--- config.mk ---
export PLATFORM = sky130hd
export DESIGN_NAME = a2c1_ctrl
export DESIGN_NICKNAME = d
export VERILOG_FILES = /design/src/pkg/a2c1_pkg.sv /design/src/hw/a2c1_ctrl.sv
export SDC_FILE = /design/constraint.sdc
export NUM_CORES = 1
export LEC_CHECK = 0
export BUFFER_PORTS_ARGS = -buffer_cell sky130_fd_sc_hd__buf_2
export CELL_PAD_IN_SITES_DETAIL_PLACEMENT = 0
export CELL_PAD_IN_SITES_GLOBAL_PLACEMENT = 1
export CORE_ASPECT_RATIO = 1.25
export CORE_MARGIN = 3
export CORE_UTILIZATION = 40
export CTS_BUF_LIST = sky130_fd_sc_hd__clkbuf_4 sky130_fd_sc_hd__clkbuf_8
export CTS_CLUSTER_SIZE = 8
export DETAILED_ROUTE_END_ITERATION = 8
export HOLD_SLACK_MARGIN = 0.1
export PLACE_DENSITY = 0.81
export SETUP_SLACK_MARGIN = 0.05
export SLEW_MARGIN = 20
export SYNTH_ARGS = -nofsm -noshare
export SYNTH_HDL_FRONTEND = slang
export SYNTH_SLANG_ARGS = --single-unit
--- constraint.sdc ---
create_clock -name pclk -period 1.5 [get_ports pclk]
set_clock_uncertainty 0.1 [all_clocks]
set_input_delay 0.225 -clock pclk [delete_from_list [all_inputs] [get_ports pclk]]
set_output_delay 0.225 -clock pclk [all_outputs]
set_load 0.02 [all_outputs]
--- src/pkg/a2c1_pkg.sv ---
// Constants for the amplifier-2 switch and comparator-1 control block.
// Assumes a 32-bit APB master on pclk and 8-bit registers in low bits.
// How it works
// Amplifier 2 disabled: all three shared pins return to I/O.
// Enabled, no gain, no input switches: inputs I/O, third pin output.
// Positive switch claims non-inverting pin; negative claims inverting.
// Gain enable claims inverting pin; with negative switch, bypass resistor.
// Calibration mode closes only the two input-pin switches.
// Normal mode, both inputs, no gain or feedback: only the two input-pin switches close.
// Positive switch clear: source 01 high, 10 mid, 11 low, 00 none.
// Feedback with positive switch: buffer, inverting-pin switch open.
// Feedback, no input switches: only selected reference switch closes.
// Bit 7 of comparator register 0 is live result, read only.
// Bit 6 of comparator register 0 selects offset cancellation mode.
// Cancellation mode forces both comparator source selects to 1.
// Bit 5 chooses calibration reference: 0 inverting, 1 shared pin.
// Bits 4..0 hold trim, resetting to 10000; others reset 0.
// Bit 7 of register 1 selects shared source; resets to 1.
// Bits 6..4 of register 1 ignore writes and read 0.
// Bit 3 of register 1 enables the interrupt request; resets 0.
// Result transitions under edge selection make an interrupt trigger.
// Gain enable closes both gain switches; disable opens them.
// Positive switch opens cross-connect and references; negative opens inv.
// Amplifier disabled opens gain switches and feedback switch.
// Comparator inverting select: 0 internal high level, 1 pin.
// Switch and pin outputs registered; power-on values during reset.
// Comparator result passes two flip-flops before any use.
package a2c1_pkg;

  // ----------------------------------------------------------------------
  // Register byte addresses
  // ----------------------------------------------------------------------
  localparam logic [7:0] A2C1_CMP_TRIM_ADDR  = 8'h00;
  localparam logic [7:0] A2C1_CMP_ROUTE_ADDR = 8'h04;
  localparam logic [7:0] A2C1_AMP_CTRL_ADDR  = 8'h08;
  localparam logic [7:0] A2C1_AMP_ROUTE_ADDR = 8'h0C;
  localparam logic [7:0] A2C1_STATUS_ADDR    = 8'h10;
  localparam logic [7:0] A2C1_EDGE_ADDR      = 8'h14;

  // ----------------------------------------------------------------------
  // Comparator register fields
  // ----------------------------------------------------------------------
  localparam int A2C1_CMP_RESULT_BIT = 7;
  localparam int A2C1_CMP_CAL_BIT    = 6;
  localparam int A2C1_CMP_REF_BIT    = 5;
  localparam int A2C1_CMP_NSRC_BIT   = 7;
  localparam int A2C1_CMP_IRQ_BIT    = 3;
  localparam int A2C1_CMP_OUT_BIT    = 2;
  localparam int A2C1_CMP_ISRC_BIT   = 1;
  localparam int A2C1_CMP_EN_BIT     = 0;
  localparam logic [4:0] A2C1_TRIM_RST = 5'h10;

  // ----------------------------------------------------------------------
  // Amplifier control fields
  // ----------------------------------------------------------------------
  localparam int A2C1_AMP_EN_BIT   = 0;
  localparam int A2C1_AMP_PS_BIT   = 1;
  localparam int A2C1_AMP_NS_BIT   = 2;
  localparam int A2C1_AMP_SEL_LSB  = 3;
  localparam int A2C1_AMP_FB_BIT   = 5;
  localparam int A2C1_AMP_CAL_BIT  = 6;
  localparam int A2C1_AMP_REF_BIT  = 7;
  localparam int A2C1_RT_XP_BIT    = 0;
  localparam int A2C1_RT_XN_BIT    = 1;
  localparam int A2C1_RT_PGA_BIT   = 2;
  localparam int A2C1_RT_GAIN_LSB  = 3;
  localparam logic [7:0] A2C1_AMP_CTRL_RST  = 8'h06;
  localparam logic [7:0] A2C1_AMP_ROUTE_RST = 8'h00;

  // Non-inverting source codes
  localparam logic [1:0] A2C1_SRC_NONE = 2'h0;
  localparam logic [1:0] A2C1_SRC_HIGH = 2'h1;
  localparam logic [1:0] A2C1_SRC_MID  = 2'h2;
  localparam logic [1:0] A2C1_SRC_LOW  = 2'h3;

  // Interrupt edge selection codes
  localparam logic [1:0] A2C1_EDGE_OFF  = 2'h0;
  localparam logic [1:0] A2C1_EDGE_RISE = 2'h1;
  localparam logic [1:0] A2C1_EDGE_FALL = 2'h2;
  localparam logic [1:0] A2C1_EDGE_BOTH = 2'h3;

endpackage : a2c1_pkg

--- src/hw/a2c1_ctrl.sv ---
// Amplifier-2 switch and pin control plus comparator-1 registers.
// Assumes an APB master on pclk and an asynchronous comparator result.
`timescale 1ns/1ps
module a2c1_ctrl (
  // APB clock and reset
  input  wire logic        pclk,
  input  wire logic        presetn,
  // APB slave
  input  wire logic        psel,
  input  wire logic        penable,
  input  wire logic        pwrite,
  input  wire logic [7:0]  paddr,
  input  wire logic [31:0] pwdata,
  output logic      [31:0] prdata,
  output logic             pready,
  output logic             pslverr,
  // Amplifier 2 switches
  output logic             sw_noninv_pin,
  output logic             sw_inv_pin,
  output logic             sw_gain_network,
  output logic             sw_inv_cross_connect,
  output logic             sw_output_feedback,
  output logic             sw_noninv_cross_connect,
  output logic             sw_high_reference,
  output logic             sw_mid_reference,
  output logic             sw_low_reference,
  // Amplifier 2 pins and modes
  output logic             amp2_noninv_pin,
  output logic             amp2_inv_pin,
  output logic             amp2_output_pin,
  output logic             gain_input_resistor_bypass,
  output logic             amp2_cal_active,
  output logic             amp2_cal_ref_noninv,
  output logic [2:0]       amp2_gain_select,
  // Comparator 1
  input  wire logic        comp1_result_async,
  output logic             comp1_enable,
  output logic             comp1_pin_output_enable,
  output logic             comp1_noninv_from_pin,
  output logic             comp1_inv_from_pin,
  output logic             comp1_offset_cal_mode,
  output logic             comp1_cal_ref_select,
  output logic [4:0]       comp1_offset_trim,
  output logic             comp1_irq_trigger
);

  // ----------------------------------------------------------------------
  // Stored control state
  // ----------------------------------------------------------------------
  logic [6:0] cmp_trim_reg;
  logic [3:0] cmp_route_reg;
  logic [7:0] amp_ctrl_reg;
  logic [5:0] amp_route_reg;
  logic [1:0] edge_sel_reg;
  logic       res_meta_reg;
  logic       res_sync_reg;
  logic       res_last_reg;
  logic [7:0] rd_byte;
  logic       addr_hit;
  logic       wr_en;

  // Switch decode results
  logic s_np;
  logic s_ip;
  logic s_gn;
  logic s_ix;
  logic s_fb;
  logic s_nx;
  logic s_hi;
  logic s_md;
  logic s_lo;
  logic rise;
  logic fall;
  logic edge_hit;

  // Field views
  logic       a_en;
  logic       a_ps;
  logic       a_ns;
  logic [1:0] a_sel;
  logic       a_fb;
  logic       a_cal;
  logic       a_xp;
  logic       a_xn;
  logic       a_pga;
  logic       c_cal;

  function automatic logic is_addr(input logic [7:0] a);
    is_addr = (a == a2c1_pkg::A2C1_CMP_TRIM_ADDR)  ||
              (a == a2c1_pkg::A2C1_CMP_ROUTE_ADDR) ||
              (a == a2c1_pkg::A2C1_AMP_CTRL_ADDR)  ||
              (a == a2c1_pkg::A2C1_AMP_ROUTE_ADDR) ||
              (a == a2c1_pkg::A2C1_STATUS_ADDR)    ||
              (a == a2c1_pkg::A2C1_EDGE_ADDR);
  endfunction : is_addr

  assign a_en  = amp_ctrl_reg[a2c1_pkg::A2C1_AMP_EN_BIT];
  assign a_ps  = amp_ctrl_reg[a2c1_pkg::A2C1_AMP_PS_BIT];
  assign a_ns  = amp_ctrl_reg[a2c1_pkg::A2C1_AMP_NS_BIT];
  assign a_sel = amp_ctrl_reg[a2c1_pkg::A2C1_AMP_SEL_LSB +: 2];
  assign a_fb  = amp_ctrl_reg[a2c1_pkg::A2C1_AMP_FB_BIT];
  assign a_cal = amp_ctrl_reg[a2c1_pkg::A2C1_AMP_CAL_BIT];
  assign a_xp  = amp_route_reg[a2c1_pkg::A2C1_RT_XP_BIT];
  assign a_xn  = amp_route_reg[a2c1_pkg::A2C1_RT_XN_BIT];
  assign a_pga = amp_route_reg[a2c1_pkg::A2C1_RT_PGA_BIT];
  assign c_cal = cmp_trim_reg[a2c1_pkg::A2C1_CMP_CAL_BIT];

  // ----------------------------------------------------------------------
  // APB handshake
  // ----------------------------------------------------------------------
  // Zero wait states: read data is captured in the setup cycle.
  assign addr_hit = is_addr(paddr);
  assign pready   = 1'b1;
  assign pslverr  = psel & penable & ~addr_hit;
  assign wr_en    = psel & penable & pwrite & addr_hit;

  // ----------------------------------------------------------------------
  // Comparator result synchroniser
  // ----------------------------------------------------------------------
  // two-stage sync
  always_ff @(posedge pclk or negedge presetn) begin
    if (!presetn) begin
      res_meta_reg <= 1'b0;
      res_sync_reg <= 1'b0;
      res_last_reg <= 1'b0;
    end else begin
      res_meta_reg <= comp1_result_async;
      res_sync_reg <= res_meta_reg;
      res_last_reg <= res_sync_reg;
    end
  end

  // ----------------------------------------------------------------------
  // Comparator registers
  // ----------------------------------------------------------------------
  // mode, reference, trim
  always_ff @(posedge pclk or negedge presetn) begin
    if (!presetn) begin
      cmp_trim_reg <= {2'h0, a2c1_pkg::A2C1_TRIM_RST};
    end else if (wr_en && paddr == a2c1_pkg::A2C1_CMP_TRIM_ADDR) begin
      // result bit not writable
      cmp_trim_reg <= pwdata[6:0];
    end
  end

  // Stored as {nsrc, irq, out, isrc} minus the always-zero bits; en is kept in cmp_en_reg.
  // routing bits
  always_ff @(posedge pclk or negedge presetn) begin
    if (!presetn) begin
      cmp_route_reg <= 4'h0;
    end else if (wr_en && paddr == a2c1_pkg::A2C1_CMP_ROUTE_ADDR) begin
      cmp_route_reg <= {~pwdata[a2c1_pkg::A2C1_CMP_NSRC_BIT],
                        pwdata[a2c1_pkg::A2C1_CMP_IRQ_BIT],
                        pwdata[a2c1_pkg::A2C1_CMP_OUT_BIT],
                        ~pwdata[a2c1_pkg::A2C1_CMP_ISRC_BIT]};
    end
  end

  // Source selects are stored inverted so reset value 1 comes from zero.
  logic cmp_en_reg;
  always_ff @(posedge pclk or negedge presetn) begin
    if (!presetn) begin
      cmp_en_reg <= 1'b0;
    end else if (wr_en && paddr == a2c1_pkg::A2C1_CMP_ROUTE_ADDR) begin
      cmp_en_reg <= pwdata[a2c1_pkg::A2C1_CMP_EN_BIT];
    end
  end

  always_ff @(posedge pclk or negedge presetn) begin
    if (!presetn) begin
      edge_sel_reg <= a2c1_pkg::A2C1_EDGE_OFF;
    end else if (wr_en && paddr == a2c1_pkg::A2C1_EDGE_ADDR) begin
      edge_sel_reg <= pwdata[1:0];
    end
  end

  // ----------------------------------------------------------------------
  // Amplifier registers
  // ----------------------------------------------------------------------
  always_ff @(posedge pclk or negedge presetn) begin
    if (!presetn) begin
      amp_ctrl_reg <= a2c1_pkg::A2C1_AMP_CTRL_RST;
    end else if (wr_en && paddr == a2c1_pkg::A2C1_AMP_CTRL_ADDR) begin
      amp_ctrl_reg <= pwdata[7:0];
    end
  end

  always_ff @(posedge pclk or negedge presetn) begin
    if (!presetn) begin
      amp_route_reg <= a2c1_pkg::A2C1_AMP_ROUTE_RST[5:0];
    end else if (wr_en && paddr == a2c1_pkg::A2C1_AMP_ROUTE_ADDR) begin
      amp_route_reg <= pwdata[5:0];
    end
  end

  // ----------------------------------------------------------------------
  // Switch decode
  // ----------------------------------------------------------------------
  always_comb begin
    s_np = 1'b0;
    s_ip = 1'b0;
    s_gn = 1'b0;
    s_ix = 1'b0;
    s_fb = 1'b0;
    s_nx = 1'b0;
    s_hi = 1'b0;
    s_md = 1'b0;
    s_lo = 1'b0;
    if (!a_en) begin
      // disabled opens everything
      s_np = 1'b0;
    end else if (a_cal) begin
      // calibration closes pin switches only
      s_np = 1'b1;
      s_ip = 1'b1;
    end else begin
      // input pin switches
      s_np = a_ps;
      // buffer mode keeps the inverting-pin switch open
      s_ip = a_ns & ~(a_fb & a_ps);
      // gain switches follow enable
      s_gn = a_pga;
      // feedback stays open when buffering an internal level
      s_fb = a_fb & (a_ps | a_ns | (a_sel == a2c1_pkg::A2C1_SRC_NONE));
      // pin switches win over cross-connects
      s_ix = a_xn & ~a_ns;
      s_nx = a_xp & ~a_ps;
      // reference decode when positive clear
      if (!a_ps && !a_xp) begin
        case (a_sel)
          a2c1_pkg::A2C1_SRC_HIGH: s_hi = 1'b1;
          a2c1_pkg::A2C1_SRC_MID:  s_md = 1'b1;
          a2c1_pkg::A2C1_SRC_LOW:  s_lo = 1'b1;
          default:                 s_hi = 1'b0;
        endcase
      end
    end
  end

  // ----------------------------------------------------------------------
  // Registered switch and pin outputs
  // ----------------------------------------------------------------------
  // one clock after the write
  always_ff @(posedge pclk or negedge presetn) begin
    if (!presetn) begin
      sw_noninv_pin           <= 1'b0;
      sw_inv_pin              <= 1'b0;
      sw_gain_network         <= 1'b0;
      sw_inv_cross_connect    <= 1'b0;
      sw_output_feedback      <= 1'b0;
      sw_noninv_cross_connect <= 1'b0;
      sw_high_reference       <= 1'b0;
      sw_mid_reference        <= 1'b0;
      sw_low_reference        <= 1'b0;
    end else begin
      sw_noninv_pin           <= s_np;
      sw_inv_pin              <= s_ip;
      sw_gain_network         <= s_gn;
      sw_inv_cross_connect    <= s_ix;
      sw_output_feedback      <= s_fb;
      sw_noninv_cross_connect <= s_nx;
      sw_high_reference       <= s_hi;
      sw_mid_reference        <= s_md;
      sw_low_reference        <= s_lo;
    end
  end

  always_ff @(posedge pclk or negedge presetn) begin
    if (!presetn) begin
      amp2_noninv_pin            <= 1'b0;
      amp2_inv_pin               <= 1'b0;
      amp2_output_pin            <= 1'b0;
      gain_input_resistor_bypass <= 1'b0;
      amp2_cal_active            <= 1'b0;
      amp2_cal_ref_noninv        <= 1'b0;
      amp2_gain_select           <= 3'h0;
    end else begin
      // pin ownership only when enabled
      amp2_noninv_pin            <= a_en & a_ps;
      // gain enable claims inverting pin
      amp2_inv_pin               <= a_en & (a_ns | a_pga);
      amp2_output_pin            <= a_en;
      gain_input_resistor_bypass <= a_en & a_pga & a_ns;
      amp2_cal_active            <= a_en & a_cal;
      amp2_cal_ref_noninv        <=
        amp_ctrl_reg[a2c1_pkg::A2C1_AMP_REF_BIT];
      amp2_gain_select           <=
        amp_route_reg[a2c1_pkg::A2C1_RT_GAIN_LSB +: 3];
    end
  end

  // ----------------------------------------------------------------------
  // Comparator outputs
  // ----------------------------------------------------------------------
  always_ff @(posedge pclk or negedge presetn) begin
    if (!presetn) begin
      comp1_enable            <= 1'b0;
      comp1_pin_output_enable <= 1'b0;
      comp1_noninv_from_pin   <= 1'b1;
      comp1_inv_from_pin      <= 1'b1;
      comp1_offset_cal_mode   <= 1'b0;
      comp1_cal_ref_select    <= 1'b0;
      comp1_offset_trim       <= a2c1_pkg::A2C1_TRIM_RST;
    end else begin
      comp1_enable            <= cmp_en_reg;
      comp1_pin_output_enable <= cmp_route_reg[1];
      // calibration forces pin inputs
      comp1_noninv_from_pin   <= ~cmp_route_reg[3] | c_cal;
      comp1_inv_from_pin      <= ~cmp_route_reg[0] | c_cal;
      comp1_offset_cal_mode   <= c_cal;
      comp1_cal_ref_select    <= cmp_trim_reg[a2c1_pkg::A2C1_CMP_REF_BIT];
      comp1_offset_trim       <= cmp_trim_reg[4:0];
    end
  end

  // ----------------------------------------------------------------------
  // Edge trigger
  // ----------------------------------------------------------------------
  assign rise = res_sync_reg & ~res_last_reg;
  assign fall = ~res_sync_reg & res_last_reg;

  always_comb begin
    case (edge_sel_reg)
      a2c1_pkg::A2C1_EDGE_RISE: edge_hit = rise;
      a2c1_pkg::A2C1_EDGE_FALL: edge_hit = fall;
      a2c1_pkg::A2C1_EDGE_BOTH: edge_hit = rise | fall;
      default:                  edge_hit = 1'b0;
    endcase
  end

  // gated edge pulse
  always_ff @(posedge pclk or negedge presetn) begin
    if (!presetn) begin
      comp1_irq_trigger <= 1'b0;
    end else begin
      comp1_irq_trigger <= edge_hit & cmp_en_reg & cmp_route_reg[2];
    end
  end

  // ----------------------------------------------------------------------
  // Read mux
  // ----------------------------------------------------------------------
  always_comb begin
    rd_byte = 8'h00;
    case (paddr)
      a2c1_pkg::A2C1_CMP_TRIM_ADDR: begin
        // live result in bit 7
        rd_byte = {res_sync_reg, cmp_trim_reg};
      end
      a2c1_pkg::A2C1_CMP_ROUTE_ADDR: begin
        // bits 6..4 read zero; forced selects read 1
        rd_byte = {~cmp_route_reg[3] | c_cal, 3'h0, cmp_route_reg[2:1],
                   ~cmp_route_reg[0] | c_cal, cmp_en_reg};
      end
      a2c1_pkg::A2C1_AMP_CTRL_ADDR:  rd_byte = amp_ctrl_reg;
      a2c1_pkg::A2C1_AMP_ROUTE_ADDR: rd_byte = {2'h0, amp_route_reg};
      a2c1_pkg::A2C1_STATUS_ADDR: begin
        rd_byte = {sw_low_reference, sw_mid_reference, sw_high_reference,
                   sw_output_feedback, sw_gain_network, amp2_output_pin,
                   amp2_inv_pin, amp2_noninv_pin};
      end
      a2c1_pkg::A2C1_EDGE_ADDR: rd_byte = {6'h00, edge_sel_reg};
      default:                  rd_byte = 8'h00;
    endcase
  end

  // Captured in setup so the access phase needs no wait state.
  always_ff @(posedge pclk or negedge presetn) begin
    if (!presetn) begin
      prdata <= 32'h0000_0000;
    end else if (psel && !penable && !pwrite) begin
      prdata <= {24'h000000, rd_byte};
    end
  end

endmodule : a2c1_ctrl

Yosys cells after proc, flatten, opt, wreduce, memory -nomap -nowiden
Index checks and enable logic that the tools add are counted.

Output and inout bits: 64. Input port bits: 46. Register bits after elaboration: 69.

Eq/ne operators: 11. Muxes and demuxes: 26. Bitwise operators: 34. Reduce and logical (&&, ||, !) cells: 19.

Operator list (count): $pmux W8 S6 (1); $mux W1 (24); $and A1 B1 Y1 (18); $eq A8 B4 Y1 const B (2); $eq A8 B5 Y1 const B (2); $not A1 Y1 (10); $eq A2 B2 Y1 const B (4); $eq A8 B3 Y1 const B (1); $logic_and A1 B1 Y1 (8); $logic_not A8 Y1 (1); $or A1 B1 Y1 (6); $logic_or A1 B1 Y1 (5); $eq A2 B1 Y1 const B (2); $logic_not A1 Y1 (4); $pmux W1 S3 (1); $logic_not A2 Y1 (1).

Longest topological paths before layout
Depth in word-level cells: 8. Mapped depth: 6.

Worst setup path after synthesis
OpenSTA, ideal clock, no wires.

Path type: in2reg. Start: input port paddr[3]. End: register cmp_trim_reg[0]. Arrival: 1.402 ns. Stages: 4. Setup slack: -0.127 ns. Cell sequence: buf_2 -> and4b_1 -> nor4b_4 -> mux2_2.

Cells in the longest elaborated chain, start to end: 8.

Ends and longest elaborated chain: start: declaration (line a2c1_ctrl.sv:12) `input wire logic [7:0] paddr,`; $eq A8 B3 Y1 or $logic_not A8 Y1 (tied branches) (line a2c1_ctrl.sv:90, a2c1_ctrl.sv:89, a2c1_ctrl.sv:140); $logic_or A1 B1 Y1 (line a2c1_ctrl.sv:89) `is_addr = (a == a2c1_pkg::A2C1_CMP_TRIM_ADDR) ||`; $logic_or A1 B1 Y1 (line a2c1_ctrl.sv:90) `(a == a2c1_pkg::A2C1_CMP_ROUTE_ADDR) ||`; $logic_or A1 B1 Y1 (line a2c1_ctrl.sv:91) `(a == a2c1_pkg::A2C1_AMP_CTRL_ADDR) ||`; $logic_or A1 B1 Y1 (line a2c1_ctrl.sv:92) `(a == a2c1_pkg::A2C1_AMP_ROUTE_ADDR) ||`; $logic_or A1 B1 Y1 (line a2c1_ctrl.sv:93) `(a == a2c1_pkg::A2C1_STATUS_ADDR) ||`; $and A1 B1 Y1 (line a2c1_ctrl.sv:115) `assign wr_en = psel & penable & pwrite & addr_hit;`; $logic_and A1 B1 Y1 * (line a2c1_ctrl.sv:140) `end else if (wr_en && paddr == a2c1_pkg::A2C1_CMP_TRIM_ADDR) begin`; end signal: assignment (line a2c1_ctrl.sv:139) `cmp_trim_reg <= {2'h0, a2c1_pkg::A2C1_TRIM_RST};`; end signal: assignment (line a2c1_ctrl.sv:142) `cmp_trim_reg <= pwdata[6:0];`; end: declaration (line a2c1_ctrl.sv:50) `logic [6:0] cmp_trim_reg;`.

Mark *: on every way between the ends. The rest lies on a longest branch, timed or not. A chain may end at the register's enable or synchronous reset.

Worst setup path in the final report
Start: input port paddr[6]. End: register cmp_trim_reg[3].

The elaborated chain is that of the path after synthesis.

==> summary.md <==
| Metric | Value |
|---|---|
| Vias in the first global route | 2116 |
| Placed instance count | 409 |
| Ant diodes | 0 |
| Fillers | 617 |
| Seq pwr share | 51.2% |
| Synth cell types | 46 |
| Syn_area_per_cell | 12.7 sq um |
| FF+latch area | 0.00173 sq mm |
| Cells on worst reg2reg path | 4 |
| Post-synthesis sequential area ratio | 57.1% |
| DP HPWL | roughly 5100 um |
| TritonCTS clock tree | yes |
| P_leak | ~2.1 nW |
| M1 wire length | 2880 um |
| Comb power frac | 8.7% |
| HP Class | in2async |
| Vias | 2071 |
| Initial Util | about 42% |
| Antenna violations before repair | 0 |
| Synth area leader | dfrtp_1 |
| Clk_lat worst skew | approximately 0.34 ns |
| GRT overflow | 0 |
| Largest net degree at the start of global routing | 34 |
| Internal | 2.81 mW |
| Design Area, Final | 0.00392 sq mm |
| Antenna Violating Nets Remaining | 0 |
| Area of the mapped netlist | 0.00304 sq mm |
| Top cell type's share of synthesized area | roughly 52% |
| Final Slew Violations | 0 |
| DRT Pass-1 Iters | 4 |
| Multi-input gate area | between 0.001 and 0.0015 sq mm |
| First-pass GRT wire length | 11000 um |
| Critical path startpoint | paddr[6] |
| End point of the critical path | cmp_trim_reg[3] |
| Total track usage | 16.6% |
| I/O pin count | 110 |
| CTS clk-pin slew, worst paths | 0.07 ns |
| RSZ-0062 raised after global routing | yes |
| Die height | 103 um |
| RR Startpoint | cmp_trim_reg[6] |
| Fin. Hold Viols | 0 |
| Kind of critical path | in2reg |
| Dpl ws | -0.336 ns |
| FF+latch count, synth | 69 |
| Die X | between 80 and 90 um |
| H-tree depth | 3 |
| Initial DRC Count | 100 |
| Net Sw Frac | approximately 24% |
| Cell count after synthesis | around 240 |
| Power Density | 947 mW/mm^2 |
| Final worst setup slack | 0.0899 ns |
| Post-synth EDFFs | 0 |
| CORE AREA | 0.00715 sq mm |
| Hold Slack | 0.199 ns |
| Crit share post-route | between 90% and 100% |
| Drt total wl | 6890 um |
| Routed length on met3 | 272 um |
| Max Cap Viol | 0 |
| Startpoint Class | input pin |
| Non-Filler Instances | roughly 440 |
| Clk sinks | 69 |
| Die area | 0.00868 sq mm |
| Status | complete, no violations |
| Max IR drop VDD | 0.461 mV |
| Max FO, Critical Path | 5 |
| Post-synth ARST share | 100% |
| DP Area | 0.00356 sq mm |
| Final Critical Period | 1.41 ns |
| Achievable clock frequency | about 710 MHz |
| DR WL met2 | 3540 um |
| Setup violators final | 0 |
| FF-to-FF End | prdata[1] |
| Max layer used | met4 |
| Syn-to-layout area delta | 29.1% |
| Power Total | 3.71 mW |
| DR WL/cell | 15.8 um |
| Top cells by area, synth | dfrtp_1 52%, mux2_2 7.4%, buf_4 6.2% |
| GPL Wtd Cong | 0.826 |
| Num rows | 34 |
| Switching power | 0.897 mW |
| Worst path arrival time | roughly 1.5 ns |
| Crit end category | flip-flop |
| Commonest register cell after synthesis | dfrtp_1 |
| Share of layout cells above drive strength 1 | 43.1% |
| Req. time, crit path | 1.62 ns |
| Max Buffers Root-to-Sink | 2 |
| Via density | 4.75 |
| Top cells by count, synth | 63 x dfrtp_1, 25 x buf_4, 20 x mux2_2, 20 x nand2_1, 12 x nor2_1 |
| CTS root buf | clkbuf_8 |
| Synthesis warning total | 0 |
| Clock power frac | 40.0% |
| Most frequent cell after synthesis | dfrtp_1 |
| Worst R2R Setup Slack | approximately 0.13 ns |
| Fin nets | 389 |
| Port Buffers | 60 |
| CTS Buf Count | 9 |
| DRC viols | 0 |
cells in the final DEF (no fill, tap or decap), types with 3 or more instances in the layout:
| cell type | n |
|---|---|
| dfstp_2 | 6 |
| o21ai_0 | 8 |
| buf_2 | 57 |
| inv_1 | 5 |
| and2_1 | 4 |
| nor3b_1 | 4 |
| nor3_1 | 4 |
| nand2_1 | 20 |
| conb_1 | 25 |
| mux2_4 | 11 |
| buf_6 | 4 |
| dfrtp_1 | 63 |
| buf_4 | 26 |
| clkbuf_8 | 13 |
| mux2i_1 | 10 |
| nor2_1 | 11 |
| dlygate4sd3_1 | 10 |
| a21oi_1 | 3 |
| mux2_2 | 15 |
| buf_12 | 3 |
| nor2b_1 | 3 |
| nand3_1 | 4 |
worst min-delay path by stage:
| stage | start | to | slack (ns) |
|---|---|---|---|
| final | presetn | comp1_offset_trim[0] | 0.20 |
| after global routing | presetn | comp1_irq_trigger | 0.23 |
| after CTS | presetn | comp1_irq_trigger | 0.20 |
| after detailed placement | presetn | comp1_irq_trigger | 0.04 |
| after floorplan | presetn | amp2_cal_active | -0.17 |
| after global placement | presetn | comp1_irq_trigger | 0.03 |
repair_timing:
action	CTS	global route
setup buffers	0	1
pin swaps	0	4
setup endpoints to repair	4	12
hold buffers	10	0
resized for setup	1	11
hold endpoints to repair	89	0
kinds of logic after synthesis:
family / share of synthesized area (%)
mux: 15.2
flops: 57.1
compound gates: 5.03
fa+ha+maj: 0.824
simple gates: 13.3
buf+inv: 8.29
other cells: 0.247
layer usage:
layer	up-vias	global-route usage (%)
met5	-	0
met4	0	8.91
met3	15	2.38
met2	56	28.7
met1	1009	20.4
li1	991	-
stage by stage:
stage	TNS, ns	util, %
5_1_grt	0	54.8
4_1_cts	0	54.1
3_3_place_gp	-4.70	49.8
2_1_floorplan	-1.08	-
6_report	0	54.8
3_5_place_dp	-5.66	49.8
layout make-up:
cell class | instances | share of cell area, %
sequential | 69 | 44.3
multi-input combinational | 156 | 29.7
timing repair buffer | 100 | 17.5
clock buffer | 14 | 4.76
tap | 90 | 2.87
inverter | 5 | 0.479
clock inverter | 2 | 0.383
critical path, cell delays in order:
cell and delay (ns):
buf_4 0.12, buf_6 0.11, nor2_4 0.11, nand2_2 0.08, nor4b_4 0.36, buf_6 0.20, mux2_4 0.30
power groups by stage:
stage | Clock [mW] | Combinational [mW] | Sequential [mW]
global placement | 0 | 0.289 | 1.93
finish | 1.48 | 0.324 | 1.90
detailed placement | 0 | 0.294 | 1.94
CTS | 1.52 | 0.315 | 1.90
floorplan | 0 | 0.189 | 1.94
global route | 1.59 | 0.353 | 1.90
Power figures use the tool's default switching activity.
